==> src/design/spi_slave_pkg.sv <==
// Constants and decode helpers shared by the serial port slave logic.
// Assumes a single system clock domain; all users reference it by scope.
package spi_slave_pkg;

  // ----------------------------------------
  // Widths and reset values
  // ----------------------------------------
  localparam int BYTE_BITS = 8;
  localparam int COUNT_W = 3;
  localparam logic [COUNT_W-1:0] COUNT_RESET = 3'h0;
  localparam logic [COUNT_W-1:0] COUNT_LAST = 3'h7;
  localparam logic [BYTE_BITS-1:0] BYTE_RESET = 8'h00;
  localparam int SYNC_STAGES = 2;

  // ----------------------------------------
  // Select line timing
  // ----------------------------------------
  localparam int CLK_PERIOD_NS = 8;
  localparam int SELECT_SETUP_NS = 16;
  localparam int SELECT_SETUP_CYCLES =
    (SELECT_SETUP_NS + CLK_PERIOD_NS - 1) / CLK_PERIOD_NS;

  // ----------------------------------------
  // Select line modes
  // ----------------------------------------
  typedef enum logic [1:0] {
    SEL_THREE_WIRE,
    SEL_FOUR_WIRE_IN,
    SEL_FOUR_WIRE_OUT
  } sel_mode_t;

  function automatic sel_mode_t decode_sel_mode(input logic hi, input logic lo);
    if (hi) begin
      return SEL_FOUR_WIRE_OUT;
    end else if (lo) begin
      return SEL_FOUR_WIRE_IN;
    end
    return SEL_THREE_WIRE;
  endfunction : decode_sel_mode

endpackage : spi_slave_pkg

==> src/design/shift_link_if.sv <==
// Carrier between the port control logic and the byte shifter.
// Assumes both ends run on the same system clock.
`timescale 1ns/1ps
interface shift_link_if;
  logic sample_edge;
  logic shift_edge;
  logic mosi;
  logic clear;
  logic load;
  logic [spi_slave_pkg::BYTE_BITS-1:0] load_byte;
  logic done;
  logic [spi_slave_pkg::BYTE_BITS-1:0] rx_word;
  logic miso;
  logic tx_full;
  logic [spi_slave_pkg::COUNT_W-1:0] count;

  modport ctrl (
    output sample_edge, shift_edge, mosi, clear, load, load_byte,
    input done, rx_word, miso, tx_full, count
  );
  modport shift (
    input sample_edge, shift_edge, mosi, clear, load, load_byte,
    output done, rx_word, miso, tx_full, count
  );
endinterface : shift_link_if

==> src/design/pin_sync.sv <==
// Two-stage synchroniser for a group of asynchronous pin inputs.
// Assumes inputs are independent levels; no bus coherence is implied.
`timescale 1ns/1ps
module pin_sync #(
  parameter int WIDTH = 3
) (
  input wire logic clk_i,
  input wire logic rst_i,
  input wire logic [WIDTH-1:0] pin_i,
  output logic [WIDTH-1:0] sync_o
);
  if (WIDTH < 1) begin : g_bad_width
    $error("pin_sync: WIDTH must be at least 1");
  end

  logic [WIDTH-1:0] stage1;

  // First stage feeds only the second stage
  genvar g;
  generate
    for (g = 0; g < WIDTH; g++) begin : g_bit
      always_ff @(posedge clk_i or posedge rst_i) begin
        if (rst_i) begin
          stage1[g] <= 1'b0;
          sync_o[g] <= 1'b0;
        end else begin
          stage1[g] <= pin_i[g];
          sync_o[g] <= stage1[g];
        end
      end
    end
  endgenerate
endmodule : pin_sync

==> src/design/byte_shifter.sv <==
// Byte shifter: receive and transmit shift registers with bit counter.
// Assumes edge strobes are one-cycle pulses from the control block.
`timescale 1ns/1ps
module byte_shifter (
  input wire logic clk_i,
  input wire logic rst_i,
  shift_link_if.shift lnk
);
  logic [spi_slave_pkg::BYTE_BITS-1:0] rx;
  logic [spi_slave_pkg::BYTE_BITS-1:0] tx;

  assign lnk.done = lnk.sample_edge && !lnk.clear &&
    (lnk.count == spi_slave_pkg::COUNT_LAST);
  assign lnk.rx_word = {rx[spi_slave_pkg::BYTE_BITS-2:0], lnk.mosi};
  assign lnk.miso = tx[spi_slave_pkg::BYTE_BITS-1];

  always_ff @(posedge clk_i or posedge rst_i) begin
    if (rst_i) begin
      lnk.count <= spi_slave_pkg::COUNT_RESET;
      rx <= spi_slave_pkg::BYTE_RESET;
    end else if (lnk.clear) begin
      // Partial byte dropped, no completion
      lnk.count <= spi_slave_pkg::COUNT_RESET;
      rx <= spi_slave_pkg::BYTE_RESET;
    end else if (lnk.sample_edge) begin
      lnk.count <= lnk.count + 3'h1;
      rx <= lnk.rx_word;
    end
  end

  // Transmit side: advances only inside a byte, never on the first edge
  always_ff @(posedge clk_i or posedge rst_i) begin
    if (rst_i) begin
      tx <= spi_slave_pkg::BYTE_RESET;
      lnk.tx_full <= 1'b0;
    end else if (lnk.load) begin
      tx <= lnk.load_byte;
      lnk.tx_full <= 1'b1;
    end else begin
      if (lnk.shift_edge && !lnk.clear && lnk.count != spi_slave_pkg::COUNT_RESET) begin
        tx <= {tx[spi_slave_pkg::BYTE_BITS-2:0], 1'b0};
      end
      if (lnk.done) begin
        lnk.tx_full <= 1'b0;
      end
    end
  end
endmodule : byte_shifter

==> src/design/spi_slave_port.sv <==
// Serial port slave logic with slave-select mode handling.
// Assumes control bits come from software registers on clk_i and that
// the link pins are asynchronous and pass through pin_sync.
`timescale 1ns/1ps

// What this block does
// - Mode high bit set: select pin driven out
// - Driven select level follows mode low bit
// - Enabled, not master: act as slave
// - Count edges; eight bits set done, buffer byte
// - Data port read returns receive buffer
// - Slave never starts a transfer itself
// - Data port writes land in transmit buffer
// - Empty shift register loads buffer at once
// - Busy shift register loads after last edge
// - Mode 0,1 slave: select pin is input
// - Four-wire slave active only while select low
// - Select falling edge clears bit counter
// - Mode 0,0 slave: select pin ignored
// - Three-wire counter cleared only by disable or master set
// - Multi-master select low: fault, disable port
// - Received bits enter most significant first
// - Done flag raises interrupt when enabled
// - Three-wire master ignores select pin
module spi_slave_port (
  input wire logic clk_i,
  input wire logic rst_i,
  input wire logic serial_port_enable_bit_i,
  input wire logic master_enable_bit_i,
  input wire logic slave_select_mode_hi_i,
  input wire logic slave_select_mode_lo_i,
  input wire logic clock_polarity_i,
  input wire logic clock_phase_i,
  input wire logic interrupt_enable_i,
  input wire logic data_write_i,
  input wire logic [7:0] data_write_byte_i,
  output logic [7:0] serial_data_port_o,
  output logic transfer_done_flag_o,
  input wire logic transfer_done_clear_i,
  output logic mode_fault_flag_o,
  input wire logic mode_fault_clear_i,
  output logic port_disable_request_o,
  output logic tx_buffer_busy_o,
  output logic irq_o,
  input wire logic sck_i,
  input wire logic mosi_i,
  output logic miso_o,
  output logic miso_oe_n_o,
  input wire logic slave_select_pin_i,
  output logic slave_select_pin_o,
  output logic slave_select_oe_n_o
);

  // ----------------------------------------
  // Pin synchronisation and edge detection
  // ----------------------------------------
  logic [2:0] pins_sync;
  logic sck_s;
  logic mosi_s;
  logic select_s;
  logic sck_d;
  logic select_d;

  pin_sync #(
    .WIDTH(3)
  ) u_sync (
    .clk_i(clk_i),
    .rst_i(rst_i),
    .pin_i({sck_i, mosi_i, !slave_select_pin_i}),
    .sync_o(pins_sync)
  );

  assign sck_s = pins_sync[2];
  assign mosi_s = pins_sync[1];
  // Select carried inverted: the zero reset of the synchroniser then reads
  // as deselected, so no drive and no false select edge after reset
  assign select_s = !pins_sync[0];

  // Select idles high so a deselected bus gives no false falling edge
  always_ff @(posedge clk_i or posedge rst_i) begin
    if (rst_i) begin
      sck_d <= 1'b0;
      select_d <= 1'b1;
    end else begin
      sck_d <= sck_s;
      select_d <= select_s;
    end
  end

  logic sck_rise;
  logic sck_fall;
  logic select_fall;
  logic leading_edge;
  logic trailing_edge;

  assign sck_rise = sck_s && !sck_d;
  assign sck_fall = !sck_s && sck_d;
  assign select_fall = !select_s && select_d;
  assign leading_edge = clock_polarity_i ? sck_fall : sck_rise;
  assign trailing_edge = clock_polarity_i ? sck_rise : sck_fall;

  // ----------------------------------------
  // Mode decode
  // ----------------------------------------
  spi_slave_pkg::sel_mode_t sel_mode;
  logic slave_mode;
  logic four_wire_slave;
  logic three_wire_slave;
  logic slave_active;
  logic fault_event;

  assign sel_mode = spi_slave_pkg::decode_sel_mode(slave_select_mode_hi_i,
    slave_select_mode_lo_i);
  assign slave_mode = serial_port_enable_bit_i && !master_enable_bit_i;
  assign four_wire_slave = slave_mode &&
    (sel_mode == spi_slave_pkg::SEL_FOUR_WIRE_IN);
  assign three_wire_slave = slave_mode &&
    (sel_mode == spi_slave_pkg::SEL_THREE_WIRE);
  // Three-wire slave has no select; must be alone on the bus
  assign slave_active = three_wire_slave ||
    (four_wire_slave && !select_s);
  assign fault_event = serial_port_enable_bit_i && master_enable_bit_i &&
    (sel_mode == spi_slave_pkg::SEL_FOUR_WIRE_IN) && !select_s;

  // ----------------------------------------
  // Shifter control
  // ----------------------------------------
  shift_link_if lnk ();

  byte_shifter u_shift (
    .clk_i(clk_i),
    .rst_i(rst_i),
    .lnk(lnk)
  );

  logic [7:0] tx_buffer;
  logic tx_buffer_valid;

  // Edges only count while active: three-wire slave, or four-wire slave selected by an outside master
  // Select setup of two clocks covers the two-stage sync lag
  assign lnk.sample_edge = slave_active &&
    (clock_phase_i ? trailing_edge : leading_edge);
  assign lnk.shift_edge = slave_active &&
    (clock_phase_i ? leading_edge : trailing_edge);
  assign lnk.mosi = mosi_s;
  // Only leaving slave mode (enable low or master set) clears a three-wire counter
  assign lnk.clear = !slave_mode ||
    (four_wire_slave && select_fall);
  assign lnk.load = tx_buffer_valid && !lnk.tx_full;
  assign lnk.load_byte = tx_buffer;

  // ----------------------------------------
  // Transmit buffer
  // ----------------------------------------
  // A write in a load cycle keeps the new byte pending
  always_ff @(posedge clk_i or posedge rst_i) begin
    if (rst_i) begin
      tx_buffer <= spi_slave_pkg::BYTE_RESET;
      tx_buffer_valid <= 1'b0;
    end else if (data_write_i) begin
      tx_buffer <= data_write_byte_i;
      tx_buffer_valid <= 1'b1;
    end else if (lnk.load) begin
      tx_buffer_valid <= 1'b0;
    end
  end

  assign tx_buffer_busy_o = tx_buffer_valid;

  // ----------------------------------------
  // Receive buffer and flags
  // ----------------------------------------
  always_ff @(posedge clk_i or posedge rst_i) begin
    if (rst_i) begin
      serial_data_port_o <= spi_slave_pkg::BYTE_RESET;
    end else if (lnk.done) begin
      serial_data_port_o <= lnk.rx_word;
    end
  end

  // Set wins over a clear in the same cycle
  always_ff @(posedge clk_i or posedge rst_i) begin
    if (rst_i) begin
      transfer_done_flag_o <= 1'b0;
    end else if (lnk.done) begin
      transfer_done_flag_o <= 1'b1;
    end else if (transfer_done_clear_i) begin
      transfer_done_flag_o <= 1'b0;
    end
  end

  always_ff @(posedge clk_i or posedge rst_i) begin
    if (rst_i) begin
      mode_fault_flag_o <= 1'b0;
    end else if (fault_event) begin
      mode_fault_flag_o <= 1'b1;
    end else if (mode_fault_clear_i) begin
      mode_fault_flag_o <= 1'b0;
    end
  end

  // Software-side register clears enable and master bits on this pulse
  always_ff @(posedge clk_i or posedge rst_i) begin
    if (rst_i) begin
      port_disable_request_o <= 1'b0;
    end else begin
      port_disable_request_o <= fault_event;
    end
  end

  assign irq_o = interrupt_enable_i &&
    (transfer_done_flag_o || mode_fault_flag_o);

  // ----------------------------------------
  // Pin drivers
  // ----------------------------------------
  assign miso_o = lnk.miso;
  assign miso_oe_n_o = !slave_active;

  // Select pin is an output whenever the mode high bit is set, master or slave
  always_ff @(posedge clk_i or posedge rst_i) begin
    if (rst_i) begin
      slave_select_pin_o <= 1'b1;
      slave_select_oe_n_o <= 1'b1;
    end else begin
      slave_select_pin_o <= slave_select_mode_lo_i;
      slave_select_oe_n_o <= !slave_select_mode_hi_i;
    end
  end

  // ----------------------------------------
  // Assertions
  // ----------------------------------------
  a_select_drive: assert property (@(posedge clk_i) disable iff (rst_i)
    $past(slave_select_mode_hi_i) |-> !slave_select_oe_n_o)
    else $error("select pin not driven in four-wire master mode");

  a_select_level: assert property (@(posedge clk_i) disable iff (rst_i)
    $past(slave_select_mode_hi_i) |-> slave_select_pin_o == $past(slave_select_mode_lo_i))
    else $error("driven select level does not follow mode low bit");

  a_done_flag: assert property (@(posedge clk_i) disable iff (rst_i)
    lnk.done |=> transfer_done_flag_o && serial_data_port_o == $past(lnk.rx_word))
    else $error("completed byte not flagged or not buffered");

  a_eight_edges: assert property (@(posedge clk_i) disable iff (rst_i)
    lnk.done |-> lnk.count == 3'h7 && lnk.sample_edge)
    else $error("completion not on the eighth sample edge");

  a_no_self_start: assert property (@(posedge clk_i) disable iff (rst_i)
    !slave_active && !lnk.clear |=> $stable(lnk.count))
    else $error("shift activity while not selected");

  a_load_empty: assert property (@(posedge clk_i) disable iff (rst_i)
    data_write_i && !tx_buffer_valid && !lnk.tx_full && !lnk.done |-> ##2 lnk.tx_full)
    else $error("write to empty shifter not loaded at once");

  a_load_busy: assert property (@(posedge clk_i) disable iff (rst_i)
    lnk.tx_full && lnk.done && tx_buffer_valid |=> lnk.load)
    else $error("pending byte not loaded after last edge");

  a_hold_busy: assert property (@(posedge clk_i) disable iff (rst_i)
    lnk.tx_full && !lnk.done |=> lnk.tx_full)
    else $error("shifter released before its byte completed");

  a_inactive_high: assert property (@(posedge clk_i) disable iff (rst_i)
    four_wire_slave && select_s |-> miso_oe_n_o)
    else $error("data output driven while deselected");

  a_select_clear: assert property (@(posedge clk_i) disable iff (rst_i)
    four_wire_slave && select_fall |=> lnk.count == 3'h0)
    else $error("counter not cleared on select falling edge");

  a_three_wire: assert property (@(posedge clk_i) disable iff (rst_i)
    !slave_select_mode_hi_i [*2] |-> slave_select_oe_n_o)
    else $error("select pin driven outside four-wire master mode");

  a_disable_idle: assert property (@(posedge clk_i) disable iff (rst_i)
    !serial_port_enable_bit_i |=> lnk.count == 3'h0 && !lnk.done)
    else $error("disabled port not returned to idle");

  a_mode_fault: assert property (@(posedge clk_i) disable iff (rst_i)
    fault_event |=> mode_fault_flag_o && port_disable_request_o)
    else $error("mode fault not flagged");

  a_irq_raise: assert property (@(posedge clk_i) disable iff (rst_i)
    lnk.done && interrupt_enable_i |=> irq_o)
    else $error("no interrupt after completed byte");

  a_three_wire_count: assert property (@(posedge clk_i) disable iff (rst_i)
    three_wire_slave && !lnk.sample_edge |=> $stable(lnk.count))
    else $error("three-wire counter changed without an edge");

  a_done_clear: assert property (@(posedge clk_i) disable iff (rst_i)
    transfer_done_clear_i && !lnk.done |=> !transfer_done_flag_o)
    else $error("done flag not cleared");

  a_fault_clear: assert property (@(posedge clk_i) disable iff (rst_i)
    mode_fault_clear_i && !fault_event |=> !mode_fault_flag_o)
    else $error("mode fault flag not cleared");

endmodule : spi_slave_port

==> config.mk <==
export PLATFORM = sky130hd
export DESIGN_NAME = spi_slave_port
export DESIGN_NICKNAME = d
export VERILOG_FILES = /design/src/design/spi_slave_pkg.sv /design/src/design/shift_link_if.sv /design/src/design/pin_sync.sv /design/src/design/byte_shifter.sv /design/src/design/spi_slave_port.sv
export SDC_FILE = /design/constraint.sdc
export NUM_CORES = 1
export LEC_CHECK = 0
export BUFFER_PORTS_ARGS = -buffer_cell sky130_fd_sc_hd__buf_2
export CORE_MARGIN = 3
export CORE_UTILIZATION = 35
export CTS_CLUSTER_SIZE = 10
export DETAILED_ROUTE_END_ITERATION = 8
export PLACE_DENSITY = 0.64
export SLEW_MARGIN = 10
export SYNTH_ARGS = -nofsm -noshare
export SYNTH_HDL_FRONTEND = slang
export SYNTH_SLANG_ARGS = --single-unit
export TNS_END_PERCENT = 100
==> constraint.sdc <==
create_clock -name clk_i -period 3.9 [get_ports clk_i]
set_clock_uncertainty 0.05 [all_clocks]
set_input_delay 0.195 -clock clk_i [delete_from_list [all_inputs] [get_ports clk_i]]
set_output_delay 0.195 -clock clk_i [all_outputs]
set_load 0.01 [all_outputs]
==> impl_results.md <==
- Status: finished, final reports clean
- Longest Clk Path Bufs: 2
- Post-route antenna net violation count: 0
- Worst Hold Launch: transfer_done_clear_i
- Worst VDD drop: 270 uV
- RePlAce Congestion: 0.702
- Vias/cell: 4.82
- Reg clk slew, reported paths: 0.10 ns
- Clk root buf: clkbuf_8
- Global-route wire length before repair: 6420 um
- Max-cap violations: 0
- Post-synth EDFFs: 0
- Total GRT Usage: 0.127
- Fin area: 0.00241 sq mm
- Register-to-Register Path Depth: 4
- Worst-skew pair later-pin latency: 0.31 ns
- Post-synth top area share: 0.576
- Reg-to-reg endpoint: serial_data_port_o[2]
- Ys Warns: 0
- Req. time, crit path: 4.05 ns
- DP Cell Count: 256
- DRT Pass-1 Iters: 4
- Async SR Flop Fraction: 1.00
- RSZ-0062 raised after global routing: no
- Setup TNS Final: 0 ns
- Fin crit share: 0.421
- Congestion Overflow GR: 0
- Ant. Diodes: 0
- CP max stage cell: dfrtp_1
- Initial antenna violation count: 0
- Arrival time worst endpoint: 1.79 ns
- Seq cells post-synth: 49
- DR iter-0 viols: 61
- Std-Cell Rows: 26
- Int Power: 814 uW
- Mapped Nets: 177
- NetSw: 277 uW
- Yosys cell types: 31
- Register Area: 0.00123 sq mm
- Largest family of logic cells by synthesized area: compound AO/OA/AOI/OAI gates
- Fin nets: 223
- Starting Density: 0.377
- Crit end category: flop
- GR Layer Usage met3: 0.0373
- Fraction of layout cells with a size suffix above 1: 0.333
- Post-route minimum period: 1.64 ns
- Fillers: 503
- DPL Wire Length: 2530 um
- Comb power frac: 0.114
- Avg Cell Area, Syn: 13.2 sq um
- Complex-gate fraction of the synthesized area: 0.157
- Synthesized area: 0.00200 sq mm
- Post-CTS Setup Bufs: 0
- Crit-path cells: nand2b_1 > mux2i_2 > nand3_4 > mux2_1
- Htree depth: 2
- Crit Path Class: flop to flop
- Cts bufs inserted: 5
- Met1 Usage GRT: 0.169
- Routed vias: 1291
- Top cells by area, synth: dfrtp_1 58%, mux2_2 6.2%, a32o_1 4.5%
- Worst path top cell family by delay: multiplexers
- DP Worst Slack: 2.14 ns
- Crit start category: flop
- Clk pwr share: 0.341
- Drt total wl: 3680 um
- Hold slack: 0.0153 ns
- WP buf/inv: 0
- M2 GR Usage: 0.191
- Vias in the first global route: 1389
- Worst r2r src: u_sync.sync_o[2]
- Synth area leader: dfrtp_1
- Core ar.: 0.00530 sq mm
- Clock sink count: 49
- Fin. Hold Viols: 0
- Delay of the slowest cell on the worst path: 0.40 ns
- Main flop type after synthesis: dfrtp_1
- # setup viols final: 0
- Worst reg-to-reg setup slack: 2.26 ns
- Slew headroom: 0.328
- Post-Layout Cell Count: 268
- # DRC: 0
- Adder-Cell Fraction of Synth Area: 0.0188
- Die W: 81.6 um
- CTS tree: built
- Mux cell area share after synthesis: 0.108
- Hold Path Stages: 2
- Switching Share: 0.254
- Area grow syn2layout: 20.8%
- DIE AREA: 0.00665 sq mm
- P_leak: 1.14 nW
- CP max FO: 10
- Reg power frac: 0.545
- Sequential-to-total area share from yosys stat: 0.616
- Largest net degree at the start of global routing: 50
- PD cells: 452 mW/mm^2
- Final Util: 0.455
- Hold Path Sink: transfer_done_flag_o
- Syn Inst Count: 151
- Total power draw: 1.09 mW
- XOR/XNOR Fraction of Synth Area: 0.00814
- Ports: 40
- Final WS setup: 2.26 ns
- Multi-input gate area: 712 sq um
- Post-place instance area: 0.00226 sq mm
- Worst slew pin tran: 1.01 ns
- Hold Crit Class: input pin to flop
- WL/cell: 13.7 um
- DIE HEIGHT: 81.6 um
- Buffers on Ports: 39
- Fin. max-slew vios: 0
- Peak Freq: 609 MHz
- Grt peak-use layer: met2
- Post-Synth Simple-Gate Area: 0.0651
## metal layers
metal / wire (um) / share of wire
met1: 1770 / 0.48
met2: 1600 / 0.43
met3: 251 / 0.068
met4: 61 / 0.017
met5: 0 / 0
## layout make-up
cell class / count / area share
clock buffer: 5 / 0.0285
clock inverter: 3 / 0.0192
inverter: 9 / 0.0140
multi-input combinational: 89 / 0.295
sequential: 49 / 0.510
tap: 70 / 0.0363
timing repair buffer: 43 / 0.0975
## cell usage in the layout (no fill, tap or decap), drive strengths merged, types with 2 or more instances in the layout
cell type,n
dfstp,3
a21o,2
nand2b,4
dlygate4sd3,4
nor2,8
mux2,17
a31oi,7
ha,3
and2,3
nand2,2
a32o,9
buf,39
clkbuf,5
dfrtp,46
nand3,2
mux2i,2
inv,9
a21oi,7
nor2b,3
o21a,2
o21ai,11
## worst max path at each step
| stage | startpoint | end | slack (ns) | cells after the start |
|---|---|---|---|---|
| 3_3_place_gp | clock_polarity_i | serial_data_port_o[2] | 2.20 | 5 |
| 5_1_grt | slave_select_mode_lo_i | u_shift.tx[0] | 2.12 | 6 |
| 2_1_floorplan | u_sync.sync_o[2] | serial_data_port_o[0] | 2.40 | 4 |
| 3_5_place_dp | clock_polarity_i | serial_data_port_o[2] | 2.14 | 5 |
| 6_report | u_sync.sync_o[2] | serial_data_port_o[2] | 2.26 | 4 |
| 4_1_cts | u_sync.sync_o[2] | serial_data_port_o[2] | 2.23 | 4 |
## state kept, by name (all words and copies together) (netlist names), 3 cells and up
name                count
serial_data_port_o      8
u_sync.sync_o           3
u_shift.tx              8
u_shift.rx              7
lnk.load_byte           8
u_sync.stage1           3
u_shift.lnk.count       3
## worst register-to-register path: cells and delay by family (launching register included)
family	cells	cell delay, ns
DFF	1	0.40
and+or+nand+nor	2	0.40
muxes	2	0.70
## what timing repair did
action                    4_1_cts  5_1_grt
hold buffers                    4        0
gates resized for setup         0        0
hold endpoints to repair        4        0
## synth_stat cells, drive strengths merged (3+ instances only)
cell type  instances
a32o               9
a31oi              7
and2               3
buf                3
mux2              17
nor2               8
nor2b              3
a21oi              7
ha                 3
dfstp              3
inv                9
o21ai             11
dfrtp             46
nand2b             4
## cell families after synthesis
family                     Yosys count
AOI/OAI and AO/OA                   43
xor gates and xnor gates             1
adders and majority gates            3
buffers and inverters               13
DFF                                 49
muxes                               19
and+or+nand+nor                     23
## power groups by stage
stage          clock network [mW]  logic [mW]  registers (mW)
2_1_floorplan                   0      0.0840           0.600
3_3_place_gp                    0       0.120           0.603
3_5_place_dp                    0       0.124           0.606
4_1_cts                     0.384       0.128           0.596
5_1_grt                     0.402       0.144           0.605
6_report                    0.372       0.125           0.594
Power figures use the tool's default switching activity.
